## src/rtl/sdb_pkg.sv

```systemverilog
// Constants, register map and types of the safety delay block.
// Assumes a 40 MHz pclk and an APB master with 32-bit data.
package sdb_pkg;
   // ****************************************
   // Clock and scan timing
   // ****************************************
   localparam int CLK_HZ = 40000000;
   localparam int SCAN_TIME_US = 1000;
   localparam int SCAN_CYCLES = (CLK_HZ / 1000000) * SCAN_TIME_US;
   // ****************************************
   // Delay setting in milliseconds
   // ****************************************
   localparam int DLY_W = 19;
   localparam logic [DLY_W-1:0] DLY_MIN_MS = 19'h00001;
   localparam logic [DLY_W-1:0] DLY_MAX_MS = 19'h493e0;
   localparam logic [DLY_W-1:0] DLY_RST_MS = 19'h00064;
   // ****************************************
   // Register offsets
   // ****************************************
   localparam logic [7:0] REG_CTRL = 8'h00;
   localparam logic [7:0] REG_DELAY = 8'h04;
   localparam logic [7:0] REG_STATUS = 8'h08;
   localparam logic [7:0] REG_ELAPSED = 8'h0c;
   // ****************************************
   // Field positions in the control and status registers
   // ****************************************
   localparam int CTRL_TYPE_LSB = 0;
   localparam int CTRL_CANCEL_LSB = 2;
   localparam int CTRL_END_BIT = 4;
   localparam int STAT_IN_BIT = 0;
   localparam int STAT_OUT_BIT = 1;
   localparam int STAT_TIMING_BIT = 2;
   localparam int STAT_ABORT_BIT = 3;
   // ****************************************
   // Types
   // ****************************************
   typedef enum logic [1:0] {DT_NONE = 2'h0, DT_OFF = 2'h1, DT_ON = 2'h2} sdb_dtype_t;
   typedef enum logic [1:0] {CN_NONE = 2'h0, CN_INPUT = 2'h1, CN_NODE = 2'h2} sdb_cancel_t;
   typedef enum logic [1:0] {ST_IDLE = 2'h0, ST_TIMING = 2'h1} sdb_state_t;
   typedef struct packed {
      logic end_off;
      sdb_cancel_t cancel;
      sdb_dtype_t dtype;
   } sdb_ctrl_t;
   localparam sdb_ctrl_t CTRL_RST = '{end_off: 1'b0, cancel: CN_NONE, dtype: DT_NONE};
endpackage : sdb_pkg

```

## src/rtl/sdb_delay.sv

```systemverilog
// Safety delay block: none, on delay or off delay, evaluated once per scan.
// Assumes the input and abort nodes arrive asynchronously, and an APB master on pclk.
// Notes on behaviour
// - Three output delay types: none, off delay, on delay.
// - On delay holds output off; off delay holds it on, for the delay.
// - Delay 1 ms to 5 minutes in 1 ms steps, default 100 ms.
// - Realised delay exceeds the setting by at most one scan.
// - Each chained element adds at most one further scan.
// - Abort node exists only in off delay mode.
// - Off delay offers no cancel, cancel by input, cancel by abort node.
// - Input cancel: input returning on keeps output on, drops turn-off.
// - Node cancel: end action keeps output on or turns it off.
`timescale 1ns/1ps
module sdb_delay
   import sdb_pkg::*;
#(
   parameter int SCAN_CYC = SCAN_CYCLES
) (
   // Clock and reset
   input wire logic pclk,
   input wire logic presetn,
   // APB slave
   input wire logic psel,
   input wire logic penable,
   input wire logic pwrite,
   input wire logic [7:0] paddr,
   input wire logic [31:0] pwdata,
   output logic [31:0] prdata,
   output logic pready,
   output logic pslverr,
   // Safety nodes
   input wire logic safety_in,
   input wire logic delay_abort_node,
   output logic safety_out
);
   // ****************************************
   // Input synchronisers
   // ****************************************
   logic [2:0] in_sync_q;
   logic [2:0] ab_sync_q;
   logic in_f_q;
   logic ab_f_q;
   always_ff @(posedge pclk or negedge presetn) begin
      if (!presetn) begin
         in_sync_q <= 3'h0;
         ab_sync_q <= 3'h0;
         in_f_q <= 1'b0;
         ab_f_q <= 1'b0;
      end else begin
         in_sync_q <= {in_sync_q[1:0], safety_in};
         ab_sync_q <= {ab_sync_q[1:0], delay_abort_node};
         if (in_sync_q[1] == in_sync_q[2]) begin
            in_f_q <= in_sync_q[2];
         end
         if (ab_sync_q[1] == ab_sync_q[2]) begin
            ab_f_q <= ab_sync_q[2];
         end
      end
   end
   // ****************************************
   // Scan tick
   // ****************************************
   logic [31:0] scan_cnt_q;
   logic tick_q;
   always_ff @(posedge pclk or negedge presetn) begin
      if (!presetn) begin
         scan_cnt_q <= 32'h0;
         tick_q <= 1'b0;
      end else if (scan_cnt_q == 32'(SCAN_CYC - 1)) begin
         scan_cnt_q <= 32'h0;
         tick_q <= 1'b1;
      end else begin
         scan_cnt_q <= scan_cnt_q + 32'h1;
         tick_q <= 1'b0;
      end
   end
   // ****************************************
   // Registers
   // ****************************************
   sdb_ctrl_t ctrl_q;
   logic [DLY_W-1:0] delay_q;
   logic [DLY_W-1:0] cnt_q;
   sdb_state_t st_q;
   logic out_q;
   logic acc_wr;
   logic [DLY_W-1:0] lim;
   logic abort_eff;
   logic [DLY_W-1:0] cnt_inc;
   assign acc_wr = psel && penable && pready && pwrite;
   // Out-of-range settings are clamped so the timer can never stall or run past 5 minutes.
   assign lim = (delay_q < DLY_MIN_MS) ? DLY_MIN_MS : ((delay_q > DLY_MAX_MS) ? DLY_MAX_MS : delay_q);
   assign abort_eff = ab_f_q && (ctrl_q.dtype == DT_OFF) && (ctrl_q.cancel == CN_NODE);
   assign cnt_inc = cnt_q + 19'h00001;
   always_ff @(posedge pclk or negedge presetn) begin
      if (!presetn) begin
         ctrl_q <= CTRL_RST;
         delay_q <= DLY_RST_MS;
      end else if (acc_wr && paddr == REG_CTRL) begin
         ctrl_q <= sdb_ctrl_t'(pwdata[4:0]);
      end else if (acc_wr && paddr == REG_DELAY) begin
         delay_q <= pwdata[DLY_W-1:0];
      end
   end
   always_ff @(posedge pclk or negedge presetn) begin
      if (!presetn) begin
         pready <= 1'b0;
         pslverr <= 1'b0;
         prdata <= 32'h0;
      end else begin
         pready <= psel && !penable;
         pslverr <= 1'b0;
         prdata <= 32'h0;
         if (psel && !penable) begin
            case (paddr)
               REG_CTRL: prdata <= {27'h0, ctrl_q};
               REG_DELAY: prdata <= {13'h0, delay_q};
               REG_STATUS: prdata <= {28'h0, ab_f_q, st_q == ST_TIMING, out_q, in_f_q};
               REG_ELAPSED: prdata <= {13'h0, cnt_q};
               default: pslverr <= 1'b1;
            endcase
         end
      end
   end
   // ****************************************
   // Delay engine
   // ****************************************
   // The output changes only on scan ticks, so latency is bounded by one scan per element.
   always_ff @(posedge pclk or negedge presetn) begin
      if (!presetn) begin
         st_q <= ST_IDLE;
         cnt_q <= 19'h0;
         out_q <= 1'b0;
      end else if (tick_q) begin
         case (ctrl_q.dtype)
            DT_ON: begin
               if (!in_f_q) begin
                  out_q <= 1'b0;
                  st_q <= ST_IDLE;
                  cnt_q <= 19'h0;
               end else if (!out_q && st_q == ST_IDLE) begin
                  st_q <= ST_TIMING;
                  cnt_q <= 19'h0;
               end else if (st_q == ST_TIMING) begin
                  cnt_q <= cnt_inc;
                  if (cnt_inc >= lim) begin
                     out_q <= 1'b1;
                     st_q <= ST_IDLE;
                  end
               end
            end
            DT_OFF: begin
               if (st_q == ST_IDLE) begin
                  cnt_q <= 19'h0;
                  if (in_f_q) begin
                     out_q <= 1'b1;
                  end else if (out_q) begin
                     st_q <= ST_TIMING;
                  end
               end else if (ctrl_q.cancel == CN_INPUT && in_f_q) begin
                  st_q <= ST_IDLE;
                  out_q <= 1'b1;
               end else if (abort_eff) begin
                  st_q <= ST_IDLE;
                  out_q <= !ctrl_q.end_off;
               end else begin
                  cnt_q <= cnt_inc;
                  if (cnt_inc >= lim) begin
                     out_q <= 1'b0;
                     st_q <= ST_IDLE;
                  end
               end
            end
            default: begin
               out_q <= in_f_q;
               st_q <= ST_IDLE;
               cnt_q <= 19'h0;
            end
         endcase
      end
   end
   assign safety_out = out_q;
   // ****************************************
   // Checks
   // ****************************************
   AST_NONE_FOLLOW: assert property (@(posedge pclk) disable iff (!presetn)
      tick_q && ctrl_q.dtype == DT_NONE |=> out_q == $past(in_f_q)) else $error("Output did not follow input.");
   AST_ON_HOLD_OFF: assert property (@(posedge pclk) disable iff (!presetn)
      tick_q && ctrl_q.dtype == DT_ON && !in_f_q |=> !out_q) else $error("On delay output not off.");
   AST_ON_START: assert property (@(posedge pclk) disable iff (!presetn)
      tick_q && ctrl_q.dtype == DT_ON && in_f_q && !out_q && st_q == ST_IDLE
      |=> !out_q && st_q == ST_TIMING && cnt_q == 19'h0) else $error("On delay did not start timing.");
   AST_ON_EXPIRE: assert property (@(posedge pclk) disable iff (!presetn)
      tick_q && ctrl_q.dtype == DT_ON && in_f_q && st_q == ST_TIMING && cnt_inc >= lim |=> out_q)
      else $error("On delay did not expire.");
   AST_OFF_START: assert property (@(posedge pclk) disable iff (!presetn)
      tick_q && ctrl_q.dtype == DT_OFF && st_q == ST_IDLE && !in_f_q && out_q
      |=> out_q && st_q == ST_TIMING && cnt_q == 19'h0) else $error("Off delay did not start timing.");
   AST_OFF_HOLD: assert property (@(posedge pclk) disable iff (!presetn)
      tick_q && ctrl_q.dtype == DT_OFF && st_q == ST_TIMING && !abort_eff && cnt_inc < lim |=> out_q)
      else $error("Off delay output dropped early.");
   AST_OFF_EXPIRE: assert property (@(posedge pclk) disable iff (!presetn)
      tick_q && ctrl_q.dtype == DT_OFF && st_q == ST_TIMING && !(ctrl_q.cancel == CN_INPUT && in_f_q) && !abort_eff
      && cnt_inc >= lim |=> !out_q && st_q == ST_IDLE) else $error("Off delay did not expire.");
   AST_INPUT_CANCEL: assert property (@(posedge pclk) disable iff (!presetn)
      tick_q && ctrl_q.dtype == DT_OFF && ctrl_q.cancel == CN_INPUT && st_q == ST_TIMING && in_f_q
      |=> out_q && st_q == ST_IDLE) else $error("Input cancel failed.");
   AST_NODE_END: assert property (@(posedge pclk) disable iff (!presetn)
      tick_q && st_q == ST_TIMING && abort_eff |=> out_q == !$past(ctrl_q.end_off))
      else $error("Abort end action wrong.");
   AST_NO_CANCEL: assert property (@(posedge pclk) disable iff (!presetn)
      tick_q && ctrl_q.dtype == DT_OFF && ctrl_q.cancel == CN_NONE && st_q == ST_TIMING && cnt_inc < lim
      |=> st_q == ST_TIMING) else $error("Off delay abandoned without cancel.");
   AST_NODE_ABSENT: assert property (@(posedge pclk) disable iff (!presetn)
      tick_q && ctrl_q.dtype == DT_OFF && ctrl_q.cancel != CN_NODE && st_q == ST_TIMING && !in_f_q && cnt_inc < lim
      |=> out_q && st_q == ST_TIMING) else $error("Abort node acted outside node cancel.");
   AST_OUT_ON_TICK: assert property (@(posedge pclk) disable iff (!presetn)
      out_q != $past(out_q) |-> $past(tick_q)) else $error("Output changed between scans.");
   AST_LIM_RANGE: assert property (@(posedge pclk) disable iff (!presetn)
      lim >= DLY_MIN_MS && lim <= DLY_MAX_MS && (st_q != ST_TIMING || cnt_q < DLY_MAX_MS))
      else $error("Delay limit or count out of range.");
endmodule : sdb_delay

```

## config.mk

```make
export PLATFORM = sky130hd
export DESIGN_NAME = sdb_delay
export DESIGN_NICKNAME = d
export VERILOG_FILES = /design/src/rtl/sdb_pkg.sv /design/src/rtl/sdb_delay.sv
export SDC_FILE = /design/constraint.sdc
export NUM_CORES = 1
export LEC_CHECK = 0
export BUFFER_PORTS_ARGS = -buffer_cell sky130_fd_sc_hd__buf_4
export CORE_UTILIZATION = 40
export CTS_BUF_LIST = sky130_fd_sc_hd__clkbuf_16
export CTS_CLUSTER_SIZE = 10
export DETAILED_ROUTE_END_ITERATION = 6
export PLACE_DENSITY = 0.63
export SLEW_MARGIN = 20
export SYNTH_ARGS = -nofsm -noshare
export SYNTH_HDL_FRONTEND = slang
export SYNTH_SLANG_ARGS = --single-unit
```

## constraint.sdc

```tcl
create_clock -name pclk -period 4 [get_ports pclk]
set_clock_uncertainty 0.05 [all_clocks]
set_input_delay 0.2 -clock pclk [delete_from_list [all_inputs] [get_ports pclk]]
set_output_delay 0.2 -clock pclk [all_outputs]
set_load 0.05 [all_outputs]
```

==> results of run 1 <==
## cell families after synthesis
group           Yosys count
mux                      32
other cells               1
xor+xnor                 47
buf+inv                  47
simple gates            203
flops                   108
fa+ha+maj                25
compound gates           96
## worst reg2reg max path, cell delays in order, from the launching register on
cell and delay [ns]:
dfrtp_1 0.42, or4_1 0.59, o211ai_1 0.21, a21boi_1 0.09, o31a_1 0.42, o21ai_1 0.20
ha_1 0.25, nand2b_1 0.15, a211oi_1 0.24, o311a_1 0.25, o211ai_1 0.15, o41ai_1 0.32
## power breakdown
group / internal [mW] / switching [mW]
logic: 0.0365 / 0.0703
registers: 1.10 / 0.00667
clock network: 0.419 / 0.405
total: 1.55 / 0.482
## layer usage
layer | vias up | track usage (%) | part of all wire, %
li1 | 2118 | - | -
met1 | 2167 | 22.7 | 44
met2 | 85 | 32.1 | 50
met3 | 21 | 4.32 | 4.3
met4 | 0 | 6.71 | 1.8
met5 | - | 0 | 0
## per-stage QoR
stage | instances | power [mW] | instance area (µm²)
floorplan | 571 | 1.18 | 5870
global placement | 780 | 1.23 | 6370
detailed placement | 780 | 1.23 | 6370
CTS | 800 | 2.06 | 6680
global route | 800 | 2.12 | 6680
finish | 800 | 2.04 | 6680
## layout make-up
cell class | count | area share, %
clock buffers | 9 | 3.37
clock inverters | 7 | 0.674
inverters | 15 | 0.843
multi-input cells | 416 | 43.8
flip-flops and latches | 108 | 40.5
well taps | 180 | 3.37
repair buffers | 65 | 7.46
## layout by cell type, fill, tap and decap left out, types with 7 or more instances in the layout
master / count
a21oi_1: 19
a22o_1: 11
a22oi_1: 18
and3_1: 7
buf_4: 61
clkbuf_16: 9
conb_1: 13
dfrtp_1: 105
ha_1: 23
inv_1: 16
mux2_2: 27
nand2_1: 37
nand3_1: 27
nand4_1: 10
nor2_1: 48
nor3_1: 13
nor4_1: 12
o21ai_0: 8
xnor2_1: 27
xor2_1: 20
## flip-flops by register name (all words and copies together), names as in the netlist
signal / flops
ctrl_q: 5
safety_out: 1
pslverr: 1
prdata: 19
in_sync_q: 3
scan_cnt_q: 32
st_q: 2
ab_f_q: 1
in_f_q: 1
ab_sync_q: 3
pready: 1
delay_q: 19
cnt_q: 19
tick_q: 1
## path summary, 6_finish.rpt
check | from | endpoint | slack, ns
max | delay_q[3] | st_q[0] | 0.57
max in group asynchronous | presetn | delay_q[5] | 2.76
max reg2reg | delay_q[3] | st_q[0] | 0.57
min in group asynchronous | presetn | ctrl_q[2] | 0.29
min | pwdata[10] | delay_q[10] | 0.02
min reg2reg | ab_sync_q[0] | ab_sync_q[1] | 0.30
==> results_dict.tcl, run 1 <==
set metrics [dict create \
    status "completed" \
    ys.warnings.count 0 \
    row_count 43 \
    globalplace.congestion 0.854 \
    core_um2 14000 \
    yosys.cell_types.count 63 \
    syn_avg_cell_area_um2 10.4 \
    synth_ff_type "dfrtp_1" \
    cts.repair.resized 0 \
    worstPathCellList "or4_1, o211ai_1, a21boi_1, o31a_1, o21ai_1, ha_1, nand2b_1, a211oi_1, o311a_1, o211ai_1, o41ai_1" \
    tritoncts "yes" \
    hold_buffers 4 \
    fin_nets 685 \
    cpLargestDelayFamily "compound AO/OA/AOI/OAI gates" \
    netlist_top_cells_count "dfrtp_1 (105), nor2_1 (49), nand2_1 (37)" \
    max_stage_delay_ns 0.59 \
    via_per_inst 5.49 \
    synth_area_um2 5830 \
    grt_max_degree 40 \
    hold-worst-slack_ns 0.0203 \
    setup_tns_ns 0 \
    multiInputGateArea_um2 2920 \
    post-route-util_pct 47.6 \
    vias 4391 \
    ys_top_cells_by_area "dfrtp_1 (45%), mux2_2 (5.2%), ha_1 (4.9%)" \
    antenna_found_initial 0 \
    min_path_type "input port to register" \
    synth_simple_gate_area_share_pct 19.2 \
    place_hpwl_um 9570 \
    synth_edf_count 0 \
    crit_type "register to register" \
    area_delta_synth_final_pct 14.6 \
    cts_buffer_depth 2 \
    path_depth 11 \
    crit_slowest_cell "or4_1" \
    synth_seq_cells 108 \
    drtAntennaViolNets 0 \
    grt.total_usage_pct 18.6 \
    finalHoldViolCount 0 \
    grt-ovfl-total 0 \
    yosys.area.top_type_share_pct 45.1 \
    crit_path_end_kind "register" \
    syn-instance-count 559 \
    io_buffers 55 \
    pre_cts_ws_ns 0.563 \
    synthAdderAreaFrac_pct 5.28 \
    cpMostUsedCell "o211ai_1" \
    numCtsBuffers 9 \
    yosysSeqAreaShare_pct 46.4 \
    h-tree-depth 3 \
    maxSlewHeadroom_pct 32.0 \
    tightest_slew_ns 1.02 \
    whs_path_depth 2 \
    synth-xor-area-share_pct 7.06 \
    post-synth-top-count-cell "dfrtp_1" \
    worstSkewPairLatency_ns 0.36 \
    r2r_cells 11 \
    drive_above_1_share_pct 19.7 \
    synth_top_family_by_area "simple AND/OR/NAND/NOR gates" \
    fin_ws_ns 0.569 \
    wl_um 13100 \
    rsz0062_at_grt "false" \
    fp.dieH_um 123 \
    drt-pass1-iter-count 5 \
    drc 0 \
    cp_max_fo 13 \
    clock-root-buffer "clkbuf_16" \
    period_share_pct 85.8 \
    yosys-mux-area-fraction_pct 6.08 \
    die_x_um 123 \
    grt_pass1_wl_um 21400 \
    clock_sinks 108 \
    fillers 1290 \
    path_clk_slew_ns 0.08 \
    async_flop_share_pct 100 \
    num_antenna_cells 0 \
    wire_per_inst_um 16.3 \
    min_period_ns 3.43 \
    regArea_um2 2710 \
    die-area_um2 15100 \
    path_buf_inv 0 \
    grt_pass1_vias 4344 \
    synth_top_cell_by_area "dfrtp_1" \
    drv_slew 0 \
    drt_iter0_drc 252 \
    startpoint_type "register" \
    required_ns 4.21 \
    start_util_pct 41.5 \
    max_freq_mhz 291 \
    p_leak_nw 3.11 \
    io-pin-count 82 \
    synth_compound_area_share_pct 11.7 \
    p_per_area_nw_per_um2 305 \
    drv_cap 0 \
    cts_setup_buffers 0 \
    max-vdd-ir-drop_v 0.000212 \
    setup_viol 0 \
    worstPathArrival_ns 3.64 \
]
No activity file was read; power rests on OpenSTA's default activity.
==> run 2: changes to the inputs <==
--- a/config.mk
+++ b/config.mk
@@ -5,12 +5,12 @@
 export SDC_FILE = /design/constraint.sdc
 export NUM_CORES = 1
 export LEC_CHECK = 0
-export BUFFER_PORTS_ARGS = -buffer_cell sky130_fd_sc_hd__buf_4
-export CORE_UTILIZATION = 40
+export BUFFER_PORTS_ARGS = -buffer_cell sky130_fd_sc_hd__buf_2
+export CORE_UTILIZATION = 52
 export CTS_BUF_LIST = sky130_fd_sc_hd__clkbuf_16
 export CTS_CLUSTER_SIZE = 10
 export DETAILED_ROUTE_END_ITERATION = 6
-export PLACE_DENSITY = 0.63
+export PLACE_DENSITY = 0.8
 export SLEW_MARGIN = 20
 export SYNTH_ARGS = -nofsm -noshare
 export SYNTH_HDL_FRONTEND = slang
==> constraint.sdc (replaced) <==
create_clock -name pclk -period 2.75 [get_ports pclk]
set_clock_uncertainty 0.05 [all_clocks]
set_input_delay 0.1375 -clock pclk [delete_from_list [all_inputs] [get_ports pclk]]
set_output_delay 0.1375 -clock pclk [all_outputs]
set_load 0.05 [all_outputs]
==> results_dict.tcl, run 2 (synthesis gave the netlist of run 1 again) <==
set metrics [dict create \
    fin_nets 750 \
    multiInputGateArea_um2 3080 \
    p_per_area_nw_per_um2 429 \
    drt-pass1-iter-count 5 \
    status "finished, violations left" \
    drv_slew 0 \
    tritoncts "yes" \
    numCtsBuffers 9 \
    grt-ovfl-total 0 \
    netSwitchingPower_mw 0.724 \
    place_hpwl_um 10300 \
    antenna_found_initial 0 \
    min_path_type "input port to register" \
    setup_tns_ns -1.35 \
    crit_path_end_kind "register" \
    design_area_um2 7220 \
    max_freq_mhz 310 \
    fillers 803 \
    total_power_mw 3.09 \
    cts_buffer_depth 2 \
    startpoint_type "register" \
    hold-worst-slack_ns 0.0135 \
    fp.dieH_um 108 \
    crit_type "register to register" \
    core_um2 10900 \
    io_buffers 55 \
    vias 4945 \
    period_share_pct 117 \
    wl_um 15200 \
    path_clk_slew_ns 0.07 \
    drtAntennaViolNets 0 \
    pre_cts_ws_ns -0.526 \
    drc 0 \
    final_common_cell "dfrtp_1" \
    drt_iter0_drc 309 \
    die_x_um 108 \
    violations "setup timing" \
    setup_viol 3 \
    drive_above_1_share_pct 27.9 \
    maxSlewHeadroom_pct 42.7 \
    cp_max_fo 4 \
    min_period_ns 3.22 \
    start_util_pct 53.5 \
    finalHoldViolCount 0 \
    p_int_mw 2.37 \
    h-tree-depth 3 \
    grt_pass1_vias 5066 \
    largest_reg_flops 32 \
    power_frac_comb_pct 5.6 \
    globalplace.congestion 0.956 \
    fin_cells 824 \
    p_leak_nw 3.50 \
    clock_sinks 108 \
    required_ns 2.93 \
    num_antenna_cells 0 \
    area_delta_synth_final_pct 23.8 \
    row_count 38 \
    largest-register "scan_cnt_q" \
    io-pin-count 82 \
    worstPathArrival_ns 3.40 \
    wire_per_inst_um 18.4 \
    max-vdd-ir-drop_v 0.000506 \
    grt_max_degree 68 \
    post-route-util_pct 66.3 \
    layout_common_cells "dfrtp_1 (105), buf_2 (54), buf_4 (51)" \
    clock-root-buffer "clkbuf_16" \
    clock_power_share_pct 42.4 \
    dp.cells 783 \
    place_area_um2 6520 \
    grt_pass1_wl_um 24500 \
    netSwitchingFraction_pct 23.4 \
    drv_cap 0 \
    fin_ws_ns -0.471 \
    die-area_um2 11600 \
    via_per_inst 6.00 \
    reg2reg_slack_ns -0.47 \
    worstSkewPairLatency_ns 0.36 \
    regArea_um2 2710 \
    rsz0062_at_grt "true" \
    tightest_slew_ns 0.859 \
    seq_power_share_pct 51.9 \
    grt.total_usage_pct 27.8 \
]
[run 2: changes by cell type in the layout (fill, tap and decap cells not counted), sizes merged]
cell / previous run / this run
clkinvlp: 2 / 1
o31a: 2 / 3
clkinv: 4 / 2
dlygate4sd3: 4 / 22
inv: 16 / 17
bufinv: 0 / 1
buf: 61 / 107
[run 2: metal layers]
layer / wire [µm] / share of wire, % / global-route usage (%) / vias to the layer above
li1: - / - / - / 2234
met1: 5730 / 38 / 31.3 / 2410
met2: 7790 / 51 / 48.3 / 230
met3: 1070 / 7.0 / 6.96 / 71
met4: 580 / 3.8 / 14.9 / 0
met5: 0 / 0 / 0 / -
[run 2: area by class of cell]
type                       instances  area share (%)
clock buffer                       9            3.12
clock inverter                     6           0.988
inverter                          15           0.780
multi-input combinational        417            42.6
sequential                       108            37.5
tap                              140            2.43
timing repair buffer             129            12.5
[run 2: worst paths after layout]
path / startpoint / end / cells past startpoint
max reg2reg: delay_q[2] / st_q[1] / 10
min in group asynchronous: presetn / prdata[4] / 2
min: pwdata[1] / ctrl_q[1] / 2
max in group asynchronous: presetn / delay_q[7] / 3
min reg2reg: ab_sync_q[0] / ab_sync_q[1] / 0
max: delay_q[2] / st_q[1] / 10
[run 2: power by group through the flow]
stage	Clock (mW)	Combinational, mW	Sequential (mW)
detailed placement	0	0.147	1.64
finish	1.31	0.175	1.61
floorplan	0	0.0832	1.64
global route	1.40	0.192	1.61
CTS	1.34	0.174	1.61
global placement	0	0.142	1.64
[run 2: repair_timing]
item / in CTS / in global routing
gates cloned: 1 / 0
buffers inserted: 2 / 1
pin swaps: 10 / 6
setup endpoints to repair: 3 / 3
hold buffers: 22 / 0
endpoints found under the hold margin: 86 / 0
resized for setup: 15 / 14
[run 2: critical path, stage by stage (launching register included)]
cell and delay (ns):
dfstp_2 0.37, or4_4 0.52, o211ai_1 0.20, a21boi_1 0.13, o31a_1 0.37, a2bb2oi_2 0.16
ha_1 0.32, nand4_1 0.12, o311a_1 0.41, o211ai_1 0.31, o21ai_1 0.13
